$ cat src/design/sar_conv_defs.svh
// timing counts and field layout of the conversion sequencer link
`ifndef SAR_CONV_DEFS_SVH
`define SAR_CONV_DEFS_SVH
`define CLK_PERIOD_NS 25
`define START_MIN_NS 100
`define START_MIN_CYC ((`START_MIN_NS + `CLK_PERIOD_NS - 1) / `CLK_PERIOD_NS)
`define DONE_DELAY_NS 40
`define DONE_DELAY_CYC ((`DONE_DELAY_NS + `CLK_PERIOD_NS - 1) / `CLK_PERIOD_NS)
`define LSB_LEAD_NS 20
`define LSB_LEAD_CYC (((`LSB_LEAD_NS / `CLK_PERIOD_NS) < 1) ? 1 : (`LSB_LEAD_NS / `CLK_PERIOD_NS))
`define CONV_CLOCKS 13
`define RESULT_WIDTH 12
`define FULL_RES 4'hc
`define STEP_CLOCKS 4
`define RESET_DATA_N 12'hfff
`define RESET_MSB_INV 1'b1
`endif

$ cat src/design/sar_conv_pkg.sv
// state and coding types for the two ends of the conversion link
package sar_conv_pkg;
    typedef enum logic [1:0] {ST_IDLE, ST_CONVERT, ST_SETTLE} conv_state_t;
    typedef enum logic [1:0] {HOST_IDLE, HOST_PULSE, HOST_WAIT} host_state_t;
    typedef enum logic [1:0] {
        complement_straight_binary,
        complement_offset_binary,
        complement_twos_complement
    } code_mode_t;
endpackage

$ cat src/design/sar_conv_if.sv
// link between the host and the converter sequencer
`timescale 1ns/10ps
`default_nettype none
interface sar_conv_if;
    logic convStart;
    logic status;
    logic convClock;
    logic [11:0] dataOutN;
    logic msbInvN;
    logic [3:0] shortCycle;
    modport converter(input convStart, input shortCycle, output status, output convClock,
        output dataOutN, output msbInvN);
    modport host(output convStart, output shortCycle, input status, input convClock,
        input dataOutN, input msbInvN);
endinterface
`default_nettype wire

$ cat src/design/sar_conv_device.sv
// converter end: successive approximation sequencer with gated clock
// Overview of operation
// - host start pulse at least 100 ns
// - host holds start low during conversion
// - start trailing edge initializes register, status, inhibit
// - status high throughout conversion
// - gated clock runs exactly 13 cycles
// - 12-bit register feeds outputs and DAC, MSB first
// - first step clears bit 1, sets rest
// - keep/reject bit n, clear bit n+1
// - status falls 40 ns after last decision
// - final word on the pins 20 ns before status falls
// - status reset re-inhibits clock, held low
// - outputs change on rising conversion clock; the final word goes out in ST_SETTLE with the clock low
// - 13 falling edges, first bit invalid
// - result complemented, straight binary for unipolar
// - true and inverted MSB both provided
// - host latches result on status fall
// - short cycle ends after selected bit count
`timescale 1ns/10ps
`default_nettype none
`include "sar_conv_defs.svh"
module sar_conv_device #(
    // settle time after the last decision and length of one bit step
    parameter int SETTLE_CYC = `DONE_DELAY_CYC,
    parameter int STEP_CYC = `STEP_CLOCKS
) (
    // clock and reset
    input wire logic ref_clk,
    input wire logic reset,
    // link to host
    sar_conv_if.converter link,
    // analog side: comparator result and trial word to the dac
    input wire logic compHigh,
    output logic [11:0] dacCode
);
    import sar_conv_pkg::*;

    // phase numbers inside one bit step of the gated clock
    localparam logic [2:0] PH_RISE = 3'h0;
    localparam logic [2:0] PH_FALL = 3'(STEP_CYC - 1);

    typedef struct packed {
        // input history and comparator synchroniser
        logic startPrev;
        logic compSync1;
        logic compSync2;
        // conversion progress
        conv_state_t state;
        logic [11:0] approx;
        logic [3:0] step;
        logic [3:0] bitsWanted;
        logic [1:0] settle;
        logic [2:0] phase;
        // registered outputs
        logic clkOut;
        logic status;
        logic [11:0] dataN;
        logic msbInvN;
        logic [11:0] dac;
    } dev_state_t;

    dev_state_t st_reg, st_next;
    logic [3:0] limit;
    logic startFall;
    logic keepBit;

    // trailing edge of the start pulse; same clock, no synchroniser
    assign startFall = st_reg.startPrev && !link.convStart;
    // comparator high means the trial is above the input: reject
    assign keepBit = ~st_reg.compSync2;

    // chosen resolution, clamped to 1..12
    // zero or a count above twelve selects full resolution
    always_comb begin
        if (st_reg.bitsWanted == 4'h0 || st_reg.bitsWanted > `FULL_RES) begin
            limit = `FULL_RES;
        end else begin
            limit = st_reg.bitsWanted;
        end
    end

    // one bit step, phase by phase:
    //   phase 0: gated clock rises, dac and data pins take the register
    //   phase 1: comparator sees the new trial, first flip-flop takes it
    //   phase 2: second flip-flop takes the comparator result
    //   phase 3: gated clock falls, bit kept or rejected, next trial opened
    // the high time is what lets the comparator pass its two flip-flops
    // the first falling edge decides nothing: its bit is the invalid one
    // a step count equal to the chosen resolution ends the conversion
    always_comb begin
        // every field holds unless changed below
        st_next = st_reg;
        // start edge history
        st_next.startPrev = link.convStart;
        // comparator is asynchronous: two flip-flops before use
        st_next.compSync1 = compHigh;
        st_next.compSync2 = st_reg.compSync1;
        case (st_reg.state)
            ST_IDLE: begin
                st_next.clkOut = 1'b0;
                st_next.phase = 3'h0;
                // trailing edge of start begins a conversion
                if (startFall) begin
                    st_next.state = ST_CONVERT;
                    st_next.status = 1'b1;
                    st_next.step = 4'h0;
                    st_next.bitsWanted = link.shortCycle;
                    // msb pin reset and the rest set: true trial is the msb alone
                    st_next.approx = 12'h800;
                    st_next.dac = 12'h800;
                end
            end
            ST_CONVERT: begin
                // gated clock released while status is high; later starts ignored
                st_next.phase = st_reg.phase + 3'h1;
                case (st_reg.phase)
                    PH_RISE: begin
                        // rising edge: outputs follow register
                        st_next.clkOut = 1'b1;
                        st_next.dac = st_reg.approx;
                        st_next.dataN = ~st_reg.approx;
                        st_next.msbInvN = st_reg.approx[11];
                    end
                    PH_FALL: begin
                        // falling edge: decide bit, open next trial
                        st_next.clkOut = 1'b0;
                        st_next.phase = 3'h0;
                        // walk the register: one bit decided, the next one opened
                        for (int b = 0; b < 12; b++) begin
                            if (st_reg.step == 4'(12 - b)) begin
                                // keep or reject the bit under test
                                st_next.approx[b] = keepBit;
                            end
                            if (st_reg.step == 4'(11 - b)) begin
                                // resetting the next negative-true pin sets its trial
                                st_next.approx[b] = 1'b1;
                            end
                        end
                        st_next.step = st_reg.step + 4'h1;
                        if (st_reg.step == limit) begin
                            // last decision made, clock stays low
                            st_next.state = ST_SETTLE;
                            st_next.settle = 2'(SETTLE_CYC);
                        end
                    end
                    default: begin
                        // clock held high while the trial settles
                        st_next.clkOut = 1'b1;
                    end
                endcase
            end
            ST_SETTLE: begin
                // clock held low, pins show the final word
                st_next.clkOut = 1'b0;
                st_next.dac = st_reg.approx;
                st_next.dataN = ~st_reg.approx;
                st_next.msbInvN = st_reg.approx[11];
                // status drops once the settle count runs out
                st_next.settle = st_reg.settle - 2'h1;
                if (st_reg.settle <= 2'h1) begin
                    st_next.status = 1'b0;
                    st_next.state = ST_IDLE; // result held
                end
            end
            default: begin
                // unused encoding falls back to idle
                st_next.state = ST_IDLE;
            end
        endcase
    end

    // state register; reset loads constants only
    always_ff @(posedge ref_clk or posedge reset) begin
        if (reset) begin
            st_reg <= '{
                startPrev: 1'b0,
                compSync1: 1'b0,
                compSync2: 1'b0,
                state: ST_IDLE,
                approx: 12'h000,
                step: 4'h0,
                bitsWanted: `FULL_RES,
                settle: 2'h0,
                phase: 3'h0,
                clkOut: 1'b0,
                status: 1'b0,
                dataN: `RESET_DATA_N,
                msbInvN: `RESET_MSB_INV,
                dac: 12'h000
            };
        end else begin
            st_reg <= st_next;
        end
    end

    // link outputs straight from the state register
    assign link.status = st_reg.status;
    assign link.convClock = st_reg.clkOut;
    assign link.dataOutN = st_reg.dataN;
    assign link.msbInvN = st_reg.msbInvN;

    // trial word to the dac
    assign dacCode = st_reg.dac;
endmodule
`default_nettype wire

$ cat src/flat_wrapper.sv
// flat-port wrapper written by rule: the top's interface ports become plain ports
module sar_conv_device_flat import sar_conv_pkg::*;
#(
                                                                     
    parameter int SETTLE_CYC = `DONE_DELAY_CYC,
    parameter int STEP_CYC = `STEP_CLOCKS
)
  (ref_clk, reset, compHigh, dacCode, link_convStart, link_shortCycle, link_status, link_convClock, link_dataOutN, link_msbInvN);
  sar_conv_if link_i ();
  input wire logic ref_clk;
  input wire logic reset;
  input wire logic compHigh;
  output logic [11:0] dacCode;
  input wire logic [$bits(link_i.convStart)-1:0] link_convStart;
  input wire logic [$bits(link_i.shortCycle)-1:0] link_shortCycle;
  output wire logic [$bits(link_i.status)-1:0] link_status;
  output wire logic [$bits(link_i.convClock)-1:0] link_convClock;
  output wire logic [$bits(link_i.dataOutN)-1:0] link_dataOutN;
  output wire logic [$bits(link_i.msbInvN)-1:0] link_msbInvN;
  assign link_i.convStart = link_convStart;
  assign link_i.shortCycle = link_shortCycle;
  assign link_status = link_i.status;
  assign link_convClock = link_i.convClock;
  assign link_dataOutN = link_i.dataOutN;
  assign link_msbInvN = link_i.msbInvN;
  sar_conv_device #(.SETTLE_CYC(SETTLE_CYC), .STEP_CYC(STEP_CYC)) u_core (.ref_clk(ref_clk), .reset(reset), .link(link_i), .compHigh(compHigh), .dacCode(dacCode));
endmodule
$ cat config.mk
export PLATFORM = sky130hd
export DESIGN_NAME = sar_conv_device_flat
export DESIGN_NICKNAME = d
export VERILOG_FILES = /design/src/design/sar_conv_pkg.sv /design/src/design/sar_conv_if.sv /design/src/design/sar_conv_device.sv /design/src/flat_wrapper.sv
export VERILOG_INCLUDE_DIRS = /design/src /design/src/design
export SDC_FILE = /design/constraint.sdc
export NUM_CORES = 1
export LEC_CHECK = 0
export ABC_CLOCK_PERIOD_IN_PS = 2900
export BUFFER_PORTS_ARGS = -buffer_cell sky130_fd_sc_hd__buf_2
export CORE_MARGIN = 2
export CORE_UTILIZATION = 45
export CTS_CLUSTER_SIZE = 16
export DETAILED_ROUTE_END_ITERATION = 6
export PLACE_DENSITY = 0.65
export SKIP_LAST_GASP = 1
export SLEW_MARGIN = 40
export SYNTH_ARGS = -nofsm -noshare
export SYNTH_HDL_FRONTEND = slang
export SYNTH_SLANG_ARGS = --single-unit
export TNS_END_PERCENT = 10
$ cat constraint.sdc
create_clock -name ref_clk -period 2.9 [get_ports ref_clk]
set_clock_uncertainty 0.1 [all_clocks]
set_input_delay 0.29 -clock ref_clk [delete_from_list [all_inputs] [get_ports ref_clk]]
set_output_delay 0.29 -clock ref_clk [all_outputs]
set_load 0.05 [all_outputs]
Yosys cells after proc, flatten, opt, wreduce, memory -nomap -nowiden
Cells that the tools add are included.
Word-level totals
  output and inout bits: 27
  memory bits (read-only): 0
  bits of input ports: 8
  word-level logic and storage cells: 140
  bits in registers: 57
  memories: 0
  RAM bits: 0
  latch bits: 0
Operators by class
  multipliers: 0
  bitwise logic cells: 2
  shift-type cells: 0
  $lt $le $gt $ge: 2
  $add $sub $neg: 3
  mux-type cells: 43
  reduce and logical (&&, ||, !) cells: 32
  equality and inequality tests: 33
  divide/modulo/power cells: 0
Operators with widths (number)
  4-bit AND reduction: 13
  3-bit by 1-bit != test with 1-bit output (second input constant): 12
  12-bit case mux with 3 select lines: 1
  16-bit case mux with 2 select lines: 1
  1-bit 2-to-1 mux: 27
  13-bit case mux with 2 select lines: 1
  25-bit 2-to-1 mux: 1
  22-bit 2-to-1 mux: 1
  4-bit == test (second input constant): 5
  18-bit 2-to-1 mux: 1
  4-bit by 3-bit == test with 1-bit output (second input constant): 4
  12-bit 2-to-1 mux: 1
  12-bit NOT: 1
  3-bit AND reduction: 4
  4-bit by 2-bit == test with 1-bit output (second input constant): 2
  4-bit zero test: 2
  2-bit nonzero test: 4
  2-bit by 1-bit != test with 1-bit output (second input constant): 3
  2-bit case mux with 3 select lines: 1
  3-bit case mux with 2 select lines: 1
  5-bit 2-to-1 mux: 1
  4-bit by 1-bit adder with 4-bit output (second input constant): 1
  4-bit by 1-bit == test with 1-bit output (second input constant): 1
  4-bit == test: 1
  other kinds (21): 25

Depth between registers and ports, before layout
Gate-level depths: netlist of the first run.
  depth in word-level cells: 7
  mapped depth: 9
  mapped depth without buffers: 7

Least setup slack after synthesis of the first run
No wires, ideal clock.
  path type: register to register
  start point: register u_core.st_reg[52] in the netlist's numbering
  end point: register u_core.st_reg (netlist bit u_core.dacCode[5])
  data arrival time: 1587 ps
  library setup time: 129 ps
  slack: 1084 ps
  data required time: 2671 ps
  buffers on the path: 2
  period minus slack after synthesis: 1816 ps
  stages on the path, launching flop included: 9
  path through: dfrtp_1 -> inv_1 -> ha_1 -> nor2b_1 -> or3_1 -> clkbuf_1 -> buf_2 -> nand2_1 -> o21ai_0
On the way
  longest elaborated chain between the ends: 3
  elaborated cells on any way between the ends: 8
  classes of those cells: 4 x eq/ne; 1 x mux; 3 x reduce/logical
Ends and longest elaborated chain
  start, declared: line sar_conv_device.sv:63  | dev_state_t st_reg, st_next;
  start signal, assigned: line sar_conv_device.sv:176  | st_reg <= '{
  start signal, assigned: line sar_conv_device.sv:193  | st_reg <= st_next;
  2-bit by 1-bit == test with 1-bit output, or another cell as far along: line sar_conv_device.sv:99  | case (st_reg.state)
  2-bit != test (no source line), or another cell as far along
  3-bit AND reduction (no source line)
Several ways; a longest one is shown, not always the timed one.
A chain may end at the register's enable or synchronous reset.

Final worst setup path of the first run
  start point: register u_core.st_reg[52] in the netlist's numbering
  end point: register u_core.st_reg (netlist bit u_core.dacCode[2])
The elaborated chain is that of the path after synthesis.

==> impl_results.md, run 1 <==
- Max_cap viols: 0
- Worst slew pin tran: about 640 ps
- Worst Setup Start Kind: register
- Global-route wire length before repair: about 9600 um
- Critical Path RT: about 3000 ps
- F_max: 465 MHz
- HP Class: in2reg
- Die width: approximately 85 um
- Routed WL: 5430 um
- Number of vias per cell: 5.07
- First drt pass iteration count: 4
- Synthesized area: around 2900 um^2
- Initial antenna violation count: 0
- Relative slew slack: 0.572
- H-Tree Level Count: 3
- CTS tree: done
- Final Max Slew Viols: 0
- Setup crit end kind: register
- Worst hold path startpoint: link_shortCycle[3]
- IO Pins: 35
- Status: finished, final reports clean
- CTS buffer count: 9
- Vias in the first global route: ~2100
- Min-Delay Path Depth: 2
- Synth Flop Type: dfrtp_1
- Root buffer cell: clkbuf_8
- Final min period: about 2100 ps
- Number of routed nets with antenna violations: 0
- Drt wl/cell: ~13 um
- Post-synth EDFFs: 0
- Synthesized flop and latch total: 57
- Vias: around 2100
- Synth Area in XOR/XNOR: 0.0149
- Total gr overflow: 0
- Nets: about 350
- Share of post-route cells with drive strength above 1: 0.249
- Final setup violation count: 0
- GP Congestion: approximately 0.82
- Setup bufs post-CTS: 0
- Die area: about 7200 um^2
- Synth unique cells: roughly 40
- Dpl ws: 737 ps
- Crit Path Category: reg2reg
- Number of cell rows: 29
- Sink Count: 57
- Unrepaired setup endpoints after global routing: no
- Worst reg2reg path endpoint: u_core.dacCode[2]$_DFFE_PP0P_
- Post-route clock period utilization: 0.741
- Post-layout util: 0.513
- Largest fanout on the critical path: 24
- Largest register FFs: 29
- TNS Setup: 0 ps
- Leak: about 1.6 nW
- Worst Hold Path EP: u_core.st_reg[35]$_DFFE_PP1P_
- Post-DP HPWL: about 3800 um
- Final setup margin: between 700 and 800 ps
- Fin area: 3240 um^2
- PD cells: 564 nW/um^2
- Starting DRT DRC Count: between 80 and 90
- Total core area: ~6300 um^2
- Die Height: around 85 um
- Seq/Total Area, Yosys: 0.493
- Synth Area in Compound Gates: 0.154
- Fraction of synthesized area in multiplexers: 0.0367
- Design Power: approximately 1.8 mW
- Syn_area_per_cell: roughly 9.3 um^2
- Number of diodes: 0
- Peak VDD IR: around 0.00035 V
- Post-Syn Nets: around 340
- Area Overhead vs Synth: 10.5%
- Clk buf depth: 2
- RR Startpoint: u_core.st_reg[52]$_DFFE_PP0P_
- Reg2Reg Depth: 5
- Placed Area: 2980 um^2
- Ys async rst share: 1.00
- Cells after Synth: 316
- Largest net degree at the start of global routing: 31
- Port Buffer Count: 34
- Number of remaining DRC errors: 0
- Insertion delay to the later sink of the worst-skew pair: approximately 340 ps
- Final Hold Fails: 0
- CP arrival: around 2200 ps
- Worst-path clk slew: ~60 ps
- R2r setup slk: about 750 ps
- Gr usage total: 0.171
- Largest family of logic cells by synthesized area: simple AND/OR/NAND/NOR gates
- Initial core utilization: 0.464
- Synth Area in Simple Gates: 0.158
- Adder-Cell Fraction of Synth Area: 0.0469
- Ys Warns: 0
-- layout by cell type (no fill, tap or decap), drive strengths merged --
master,instances
nand2,59
dfrtp,42
buf,38
a21oi,37
o21ai,30
nor2,19
dfstp,15
nor2b,12
ha,11
clkbuf,11
inv,9
mux2,8
nand3,6
xnor2,3
nand2b,3
dlygate4sd3,3
a21boi,2
xor2,2
o32ai,2
o21a,2
bufinv,2
clkinv,2
and2,2
or3,1
a21o,1
or2,1
nor4,1
o311a,1
mux2i,1
o41ai,1
a211oi,1
o31ai,1
nor3,1
o22a,1
a32o,1
nand4,1
clkinvlp,1
-- repair_timing --
item	in CTS	in global routing
hold endpoints to repair	13	0
hold buffers	3	0
gates resized for setup	0	0
-- synth_stat cells (3+ instances only) --
cell / instances / area, um^2
a21oi_1: 37 / 185
buf_2: 6 / 30.0
buf_4: 25 / 188
clkbuf_1: 7 / 26.3
dfrtp_1: 42 / 1050
dfstp_2: 15 / 394
ha_1: 11 / 138
inv_1: 9 / 33.8
mux2_2: 6 / 67.6
nand2_1: 58 / 218
nand2b_1: 3 / 18.8
nand3_1: 6 / 30.0
nor2_1: 19 / 71.3
nor2b_1: 11 / 68.8
o21ai_0: 28 / 140
xnor2_1: 3 / 26.3
-- metal layers --
layer,global-route usage,share of wire,vias to the layer above
met5,0,0,-
met4,0.0794,0.016,0
met3,0.0560,0.045,8
met2,0.261,0.45,40
met1,0.221,0.49,974
li1,-,-,1061
-- final cells by class --
class                           instances  area [um^2]
Clock buffer                           11          151
Clock inverter                          5         77.6
Fill cell                             603         3070
Inverter                                9         33.8
Multi-Input combinational cell        211         1200
Sequential cell                        57         1450
Tap cell                               77         96.3
Timing Repair Buffer                   41          230
-- stage by stage --
| stage | hold slack (ps) | instances |
|---|---|---|
| 2_1_floorplan | 221 | 316 |
| 3_3_place_gp | 186 | 392 |
| 3_5_place_dp | 186 | 392 |
| 4_1_cts | 62.9 | 411 |
| 5_1_grt | 72.3 | 411 |
| 6_report | 76.6 | 411 |
-- logic make-up (layout without fill, tap and decap cells) --
group	Yosys count	in the layout
adder cells (fa/ha/maj)	11	11
XOR/XNOR	5	5
AO/OA/AOI/OAI	80	80
AND/OR/NAND/NOR	106	106
multiplexers	9	9
buffers and inverters	48	66
flip-flops	57	57
-- worst max-delay path, cell delays in order, from the launching register on --
cell and delay [ps]:
dfrtp_1 400, inv_1 120, ha_1 290, nor2b_1 300
or3_1 570, o21ai_0 210
-- power breakdown --
part | internal, mW | switching (mW)
Sequential | 0.828 | 0.0182
Combinational | 0.0326 | 0.0971
Clock | 0.527 | 0.324
-- worst max-delay path by stage --
stage                                              from                              to  slack, ps  depth (start not counted)
final                     u_core.st_reg[52]$_DFFE_PP0P_   u_core.dacCode[2]$_DFFE_PP0P_        750                          5
after CTS                 u_core.st_reg[52]$_DFFE_PP0P_   u_core.dacCode[2]$_DFFE_PP0P_        740                          5
after global placement    u_core.st_reg[52]$_DFFE_PP0P_   u_core.dacCode[5]$_DFFE_PP0P_        890                          5
after floorplan           u_core.st_reg[52]$_DFFE_PP0P_   u_core.dacCode[5]$_DFFE_PP0P_       1080                          8
after detailed placement  u_core.st_reg[52]$_DFFE_PP0P_   u_core.dacCode[2]$_DFFE_PP0P_        740                          5
after global routing      u_core.st_reg[52]$_DFFE_PP0P_  u_core.dacCode[10]$_DFFE_PP0P_        500                          5
No activity file was read; power rests on OpenSTA's default activity.
==> run 2: changes to the inputs <==
- ABC_CLOCK_PERIOD_IN_PS: 2900 -> 2200
- clock period: 2.9 -> 2.2 ns (I/O delays scaled with it)
==> run 2 against run 1 <==
- worst hold slack lost 100 ps
- sequential share of layout area grew 0.26 points
- sequential power grew 32%
- first-iteration DRC count grew 42%
- highest routed layer unchanged
- non-clock buffer count is the same
- the run now ends with hold timing left
- largest cell class unchanged
==> impl_results.md, run 2 (synthesized netlist as in run 1, its figures left out) <==
- Port Buffer Count: 34 (unchanged)
- Die area: 7180 um^2 (unchanged)
- Worst Setup Start Kind: register
- Status: complete, but fails checks
- Post-DP HPWL: 3550 um (-7.4%)
- Relative slew slack: 0.526 (-0.0466)
- Worst-path clk slew: 70 ps (about the same)
- Dpl ws: 127 ps (-609 ps)
- Most common cell after layout, fill and taps aside: nand2_1
- Routed WL: 5240 um (-3.5%)
- CTS buffer count: 9 (unchanged)
- H-Tree Level Count: 3 (unchanged)
- Final Max Slew Viols: 0 (unchanged)
- Area Overhead vs Synth: 9.86%
- Starting DRT DRC Count: 122 (+42%)
- Hold slack: -24.0 ps (-101 ps)
- Final min period: 2050 ps (-102 ps)
- CP arrival: 2200 ps (-40 ps)
- Unrepaired setup endpoints after global routing: no
- Number of remaining DRC errors: 0 (unchanged)
- CTS tree: done
- Worst slew pin tran: 712 ps (+69.9 ps)
- Sink Count: 57 (unchanged)
- Root buffer cell: clkbuf_8
- Setup crit end kind: register
- Fin area: 3220 um^2 (-0.58%)
- PD cells: 701 nW/um^2 (+24%)
- Placed Area: 3000 um^2 (+0.67%)
- Setup bufs post-CTS: 0 (unchanged)
- Die Height: 84.7 um (unchanged)
- Post-layout util: 0.510 (-0.00297)
- Total core area: 6310 um^2 (unchanged)
- Final setup violation count: 0 (unchanged)
- Design Power: 2.26 mW (+23%)
- First drt pass iteration count: 4 (unchanged)
- Vias in the first global route: 1950 (-6.5%)
- Failing checks: hold timing
- Largest register FFs: 29 (unchanged)
- Number of vias per cell: 5.11 (+0.77%)
- Crit Path Category: reg2reg
- Number of cell rows: 29 (unchanged)
- Number of routed nets with antenna violations: 0 (unchanged)
- Clk buf depth: 2 (unchanged)
- Peak VDD IR: 0.000394 V (+12%)
- Global-route wire length before repair: 9050 um (-6.1%)
- Share of post-route cells with drive strength above 1: 0.249 (unchanged)
- Die width: 84.7 um (unchanged)
- Initial core utilization: 0.464 (unchanged)
- Insertion delay to the later sink of the worst-skew pair: 330 ps (about the same)
- Critical Path RT: 2360 ps (-630 ps)
- HP Class: in2async
- Gr usage total: 0.159 (-0.0115)
- Largest net degree at the start of global routing: 58 (+87%)
- Number of diodes: 0 (unchanged)
- TNS Setup: 0 ps (unchanged)
- Largest fanout on the critical path: 30 (+25%)
- Initial antenna violation count: 0 (unchanged)
- Vias: 2099 (+0.77%)
- Post-route clock period utilization: 0.930 (+0.189)
- GP Congestion: 0.805 (-1.5%)
- Max_cap viols: 0 (unchanged)
- Drt wl/cell: 12.7 um (-3.5%)
- Final Hold Fails: 20 (+20)
- Final setup margin: 154 ps (-598 ps)
- IO Pins: 35 (unchanged)
- Total gr overflow: 0 (unchanged)
- Nets: 348 (unchanged)
- F_max: 489 MHz (+5.0%)
- Most frequent cells in the layout: 58 x nand2_1, 42 x dfrtp_1, 37 x a21oi_1, 34 x buf_2, 28 x o21ai_0
- Leak: 1.56 nW (-0.53%)
-- run 2: cell types whose count changed in the layout (fill, tap and decap cells not counted), sizes merged --
cell,before,now
dlygate4sd3,3,2
clkbuf,11,13
buf,38,39
clkinvlp,1,0
bufinv,2,1
-- run 2: power breakdown --
group,internal (mW),switching [mW],total (mW)
sequential,1.09,0.0240,1.12
clock,0.582,0.390,0.972
combinational,0.0407,0.128,0.168
-- run 2: cell type report --
class,count,area [um^2]
fill,600,3090
multi-input combinational,211,1210
inverter,9,33.8
timing repair buffer,41,240
clock inverter,3,40.0
clock buffer,13,159
sequential,57,1450
tap,77,96.3
-- run 2: repair_timing --
| action | 4_1_cts | 5_1_grt |
|---|---|---|
| hold endpoints to repair | 2 | 0 |
| resized for setup | 0 | 1 |
| endpoints found under the setup margin | 0 | 12 |
| hold buffers | 2 | 0 |
-- run 2: final timing paths --
| kind | startpoint | endpoint | slack [ps] | cells after the start |
|---|---|---|---|---|
| min in group ref_clk | link_shortCycle[0] | u_core.st_reg[32]$_DFFE_PP0P_ | 20 | 2 |
| max reg2reg | u_core.st_reg[53]$_DFFE_PP0P_ | u_core.st_reg[39]$_DFFE_PP0P_ | 150 | 8 |
| min | reset | u_core.dacCode[11]$_DFFE_PP0P_ | -20 | 3 |
| max in group asynchronous | reset | u_core.st_reg[33]$_DFFE_PP0P_ | 1540 | 3 |
| min reg2reg | u_core.st_next[54]$_DFF_PP0_ | u_core.st_reg[54]$_DFF_PP0_ | 260 | 0 |
| max | u_core.st_reg[53]$_DFFE_PP0P_ | u_core.st_reg[39]$_DFFE_PP0P_ | 150 | 8 |
-- run 2: through the flow --
| stage | hold slack [ps] | std cells |
|---|---|---|
| after global placement | 233 | 393 |
| after global routing | 16.6 | 411 |
| after CTS | 2.89 | 411 |
| final | -24.0 | 411 |
| after floorplan | 151 | 316 |
| after detailed placement | 229 | 393 |
-- run 2: metal layers --
metal  share of wire  vias to the layer above  GRT usage  wire length, um
li1                -                     1060          -                -
met1            0.49                      980      0.214             2560
met2            0.44                       49      0.237             2310
met3           0.045                       10     0.0383              235
met4           0.024                        0     0.0866              128
met5               0                        -          0                0
-- run 2: worst max-delay path, stage by stage, from the launching register on --
cell      delay (ps)
dfrtp_1          410
inv_1             90
ha_1             340
nor2_1           140
a211oi_2         310
buf_12           210
nand4_1          120
xor2_1           160
nor2_1            90
==> run 3: changes to the inputs <==
==> constraint.sdc (replaced) <==
create_clock -name ref_clk -period 2.2 [get_ports ref_clk]
set_clock_uncertainty 0.1 [all_clocks]
set_input_delay 0.44 -clock ref_clk [delete_from_list [all_inputs] [get_ports ref_clk]]
set_output_delay 0.44 -clock ref_clk [all_outputs]
set_load 0.05 [all_outputs]
==> run 3 against run 2 <==
- the run now ends clean
- worst hold slack better by 67 ps
- core utilization is 0.30 points higher
- sequential cell count stayed put
- non-clock buffer count stayed put
==> impl_results.md, run 3 (synthesized netlist as in run 1, its figures left out) <==
- GP Congestion: 0.832 (+3.4%)
- Launch point of the worst path: u_core.st_reg[53]$_DFFE_PP0P_
- PD cells: 722 nW/um^2 (+3.1%)
- Final Max Slew Viols: 0 (unchanged)
- Number of remaining DRC errors: 0 (unchanged)
- Most frequent cells in the layout: 58 x nand2_1, 42 x dfrtp_1, 37 x a21oi_1, 34 x buf_2, 28 x o21ai_0
- Vias in the first global route: 1965 (+0.77%)
- Relative slew slack: 0.706 (+0.180)
- Cells along the critical path: inv_1 > ha_1 > nor2b_1 > or3_2 > nand2_1 > o21ai_0
- Gr usage total: 0.163 (+0.00376)
- Peak VDD IR: 0.000391 V (-0.73%)
- Critical Path RT: 2310 ps (-50 ps)
- Leak: 1.57 nW (+0.61%)
- Nets: 348 (unchanged)
- Number of vias per cell: 5.03 (-1.5%)
- Insertion delay to the later sink of the worst-skew pair: 340 ps (about the same)
- Final setup violation count: 0 (unchanged)
- Number of routed nets with antenna violations: 0 (unchanged)
- # resized after CTS: 0 (unchanged)
- CP Capture Point: u_core.dacCode[0]$_DFFE_PP0P_
- Number of cell rows: 29 (unchanged)
- Worst path max stage delay: 660 ps (+250 ps)
- Post-layout util: 0.513 (+0.00297)
- Worst slew pin tran: 442 ps (-270 ps)
- Most common cell after layout, fill and taps aside: nand2_1
- Die area: 7180 um^2 (unchanged)
- Worst Setup Start Kind: register
- Unrepaired setup endpoints after global routing: no
- Vias: 2068 (-1.5%)
- Buf+Inv Stages, Crit Path: 1 (-1)
- Root buffer cell: clkbuf_8
- TNS Setup: 0 ps (unchanged)
- Clk buf depth: 2 (unchanged)
- Total core area: 6310 um^2 (unchanged)
- Reg2Reg Depth: 6 (-2)
- R2r setup slk: 180 ps (+30 ps)
- RR Startpoint: u_core.st_reg[53]$_DFFE_PP0P_
- Share of post-route cells with drive strength above 1: 0.257 (+0.00898)
- CP arrival: 2130 ps (-70 ps)
- Number of diodes: 0 (unchanged)
- Max_cap viols: 0 (unchanged)
- First drt pass iteration count: 5 (+1)
- Worst-path clk slew: 70 ps (about the same)
- Setup bufs post-CTS: 0 (unchanged)
- Final min period: 2020 ps (-27.9 ps)
- Port Buffer Count: 34 (unchanged)
- Sink Count: 57 (unchanged)
- Post-DP HPWL: 3660 um (+3.1%)
- HP Class: in2async
- Starting DRT DRC Count: 91 (-25%)
- IO Pins: 35 (unchanged)
- Global-route wire length before repair: 9190 um (+1.6%)
- Routed WL: 5250 um (+0.21%)
- Design Power: 2.34 mW (+3.7%)
- Drt wl/cell: 12.8 um (+0.21%)
- Family with the most delay on the worst path: simple AND/OR/NAND/NOR gates
- # hold bufs at CTS: 0 (-2)
- Largest register FFs: 29 (unchanged)
- Post-route clock period utilization: 0.917 (-0.0127)
- Largest fanout on the critical path: 24 (-20%)
- Initial antenna violation count: 0 (unchanged)
- Setup crit end kind: register
- H-Tree Level Count: 3 (unchanged)
- Crit Path Category: reg2reg
- Critical path depth in cells: 6 (-2)
- Die width: 84.7 um (unchanged)
- Total gr overflow: 0 (unchanged)
- CTS tree: done
- Die Height: 84.7 um (unchanged)
- Worst reg2reg path endpoint: u_core.dacCode[0]$_DFFE_PP0P_
- Final Hold Fails: 0 (-100%)
- CTS buffer count: 9 (unchanged)
- F_max: 495 MHz (+1.4%)
- Status: finished, final reports clean
- Largest net degree at the start of global routing: 58 (unchanged)
- Area Overhead vs Synth: 10.5%
- Worst path slowest cell: or3_2
- Initial core utilization: 0.464 (unchanged)
run 3: changes by cell type in the layout (fill, tap and decap cells not counted), sizes merged:
cell	before	now
dlygate4sd3	2	0
bufinv	1	2
clkinvlp	0	1
clkbuf	13	10
buf	39	41
clkinv	2	3
run 3: layer usage:
metal / routed length [um] / vias to the layer above / GRT usage / share of wire
met5: 0 / - / 0 / 0
met4: 93 / 0 / 0.0693 / 0.018
met3: 262 / 8 / 0.0531 / 0.050
met2: 2300 / 43 / 0.245 / 0.44
met1: 2590 / 959 / 0.217 / 0.49
li1: - / 1058 / - / -
run 3: how the worst min path moves through the flow:
stage / end / cells after the start
2_1_floorplan: u_core.st_reg[54]$_DFF_PP0_ / 0
3_5_place_dp: u_core.st_reg[54]$_DFF_PP0_ / 0
4_1_cts: u_core.st_reg[45]$_DFFE_PP0P_ / 3
6_report: u_core.dacCode[2]$_DFFE_PP0P_ / 3
5_1_grt: u_core.dacCode[11]$_DFFE_PP0P_ / 3
3_3_place_gp: u_core.st_reg[54]$_DFF_PP0_ / 0
run 3: cell type report:
cell class,count,area (um^2)
Tap cell,77,96.3
Sequential cell,57,1450
Fill cell,584,3070
Inverter,9,33.8
Multi-Input combinational cell,211,1210
Timing Repair Buffer,41,248
Clock buffer,10,128
Clock inverter,6,82.6
run 3: power by group:
group,switching (mW),leakage [nW],internal (mW)
Combinational,0.127,0.811,0.0421
Clock,0.423,0.106,0.631
Sequential,0.0242,0.651,1.09
run 3: tightest hold or removal path, cell delays in order:
cell    delay (ps)
buf_2          100
inv_2           60
buf_12         270
run 3: metrics by stage:
| step | instance area (um^2) | setup WS [ps] | instances | hold WS (ps) |
|---|---|---|---|---|
| 2_1_floorplan | 2930 | 285 | 316 | 231 |
| 5_1_grt | 3240 | 45.4 | 411 | 65.6 |
| 3_3_place_gp | 3030 | 222 | 395 | 241 |
| 3_5_place_dp | 3030 | 85.2 | 395 | 241 |
| 6_report | 3240 | 182 | 411 | 42.8 |
| 4_1_cts | 3240 | 85.1 | 411 | 49.6 |
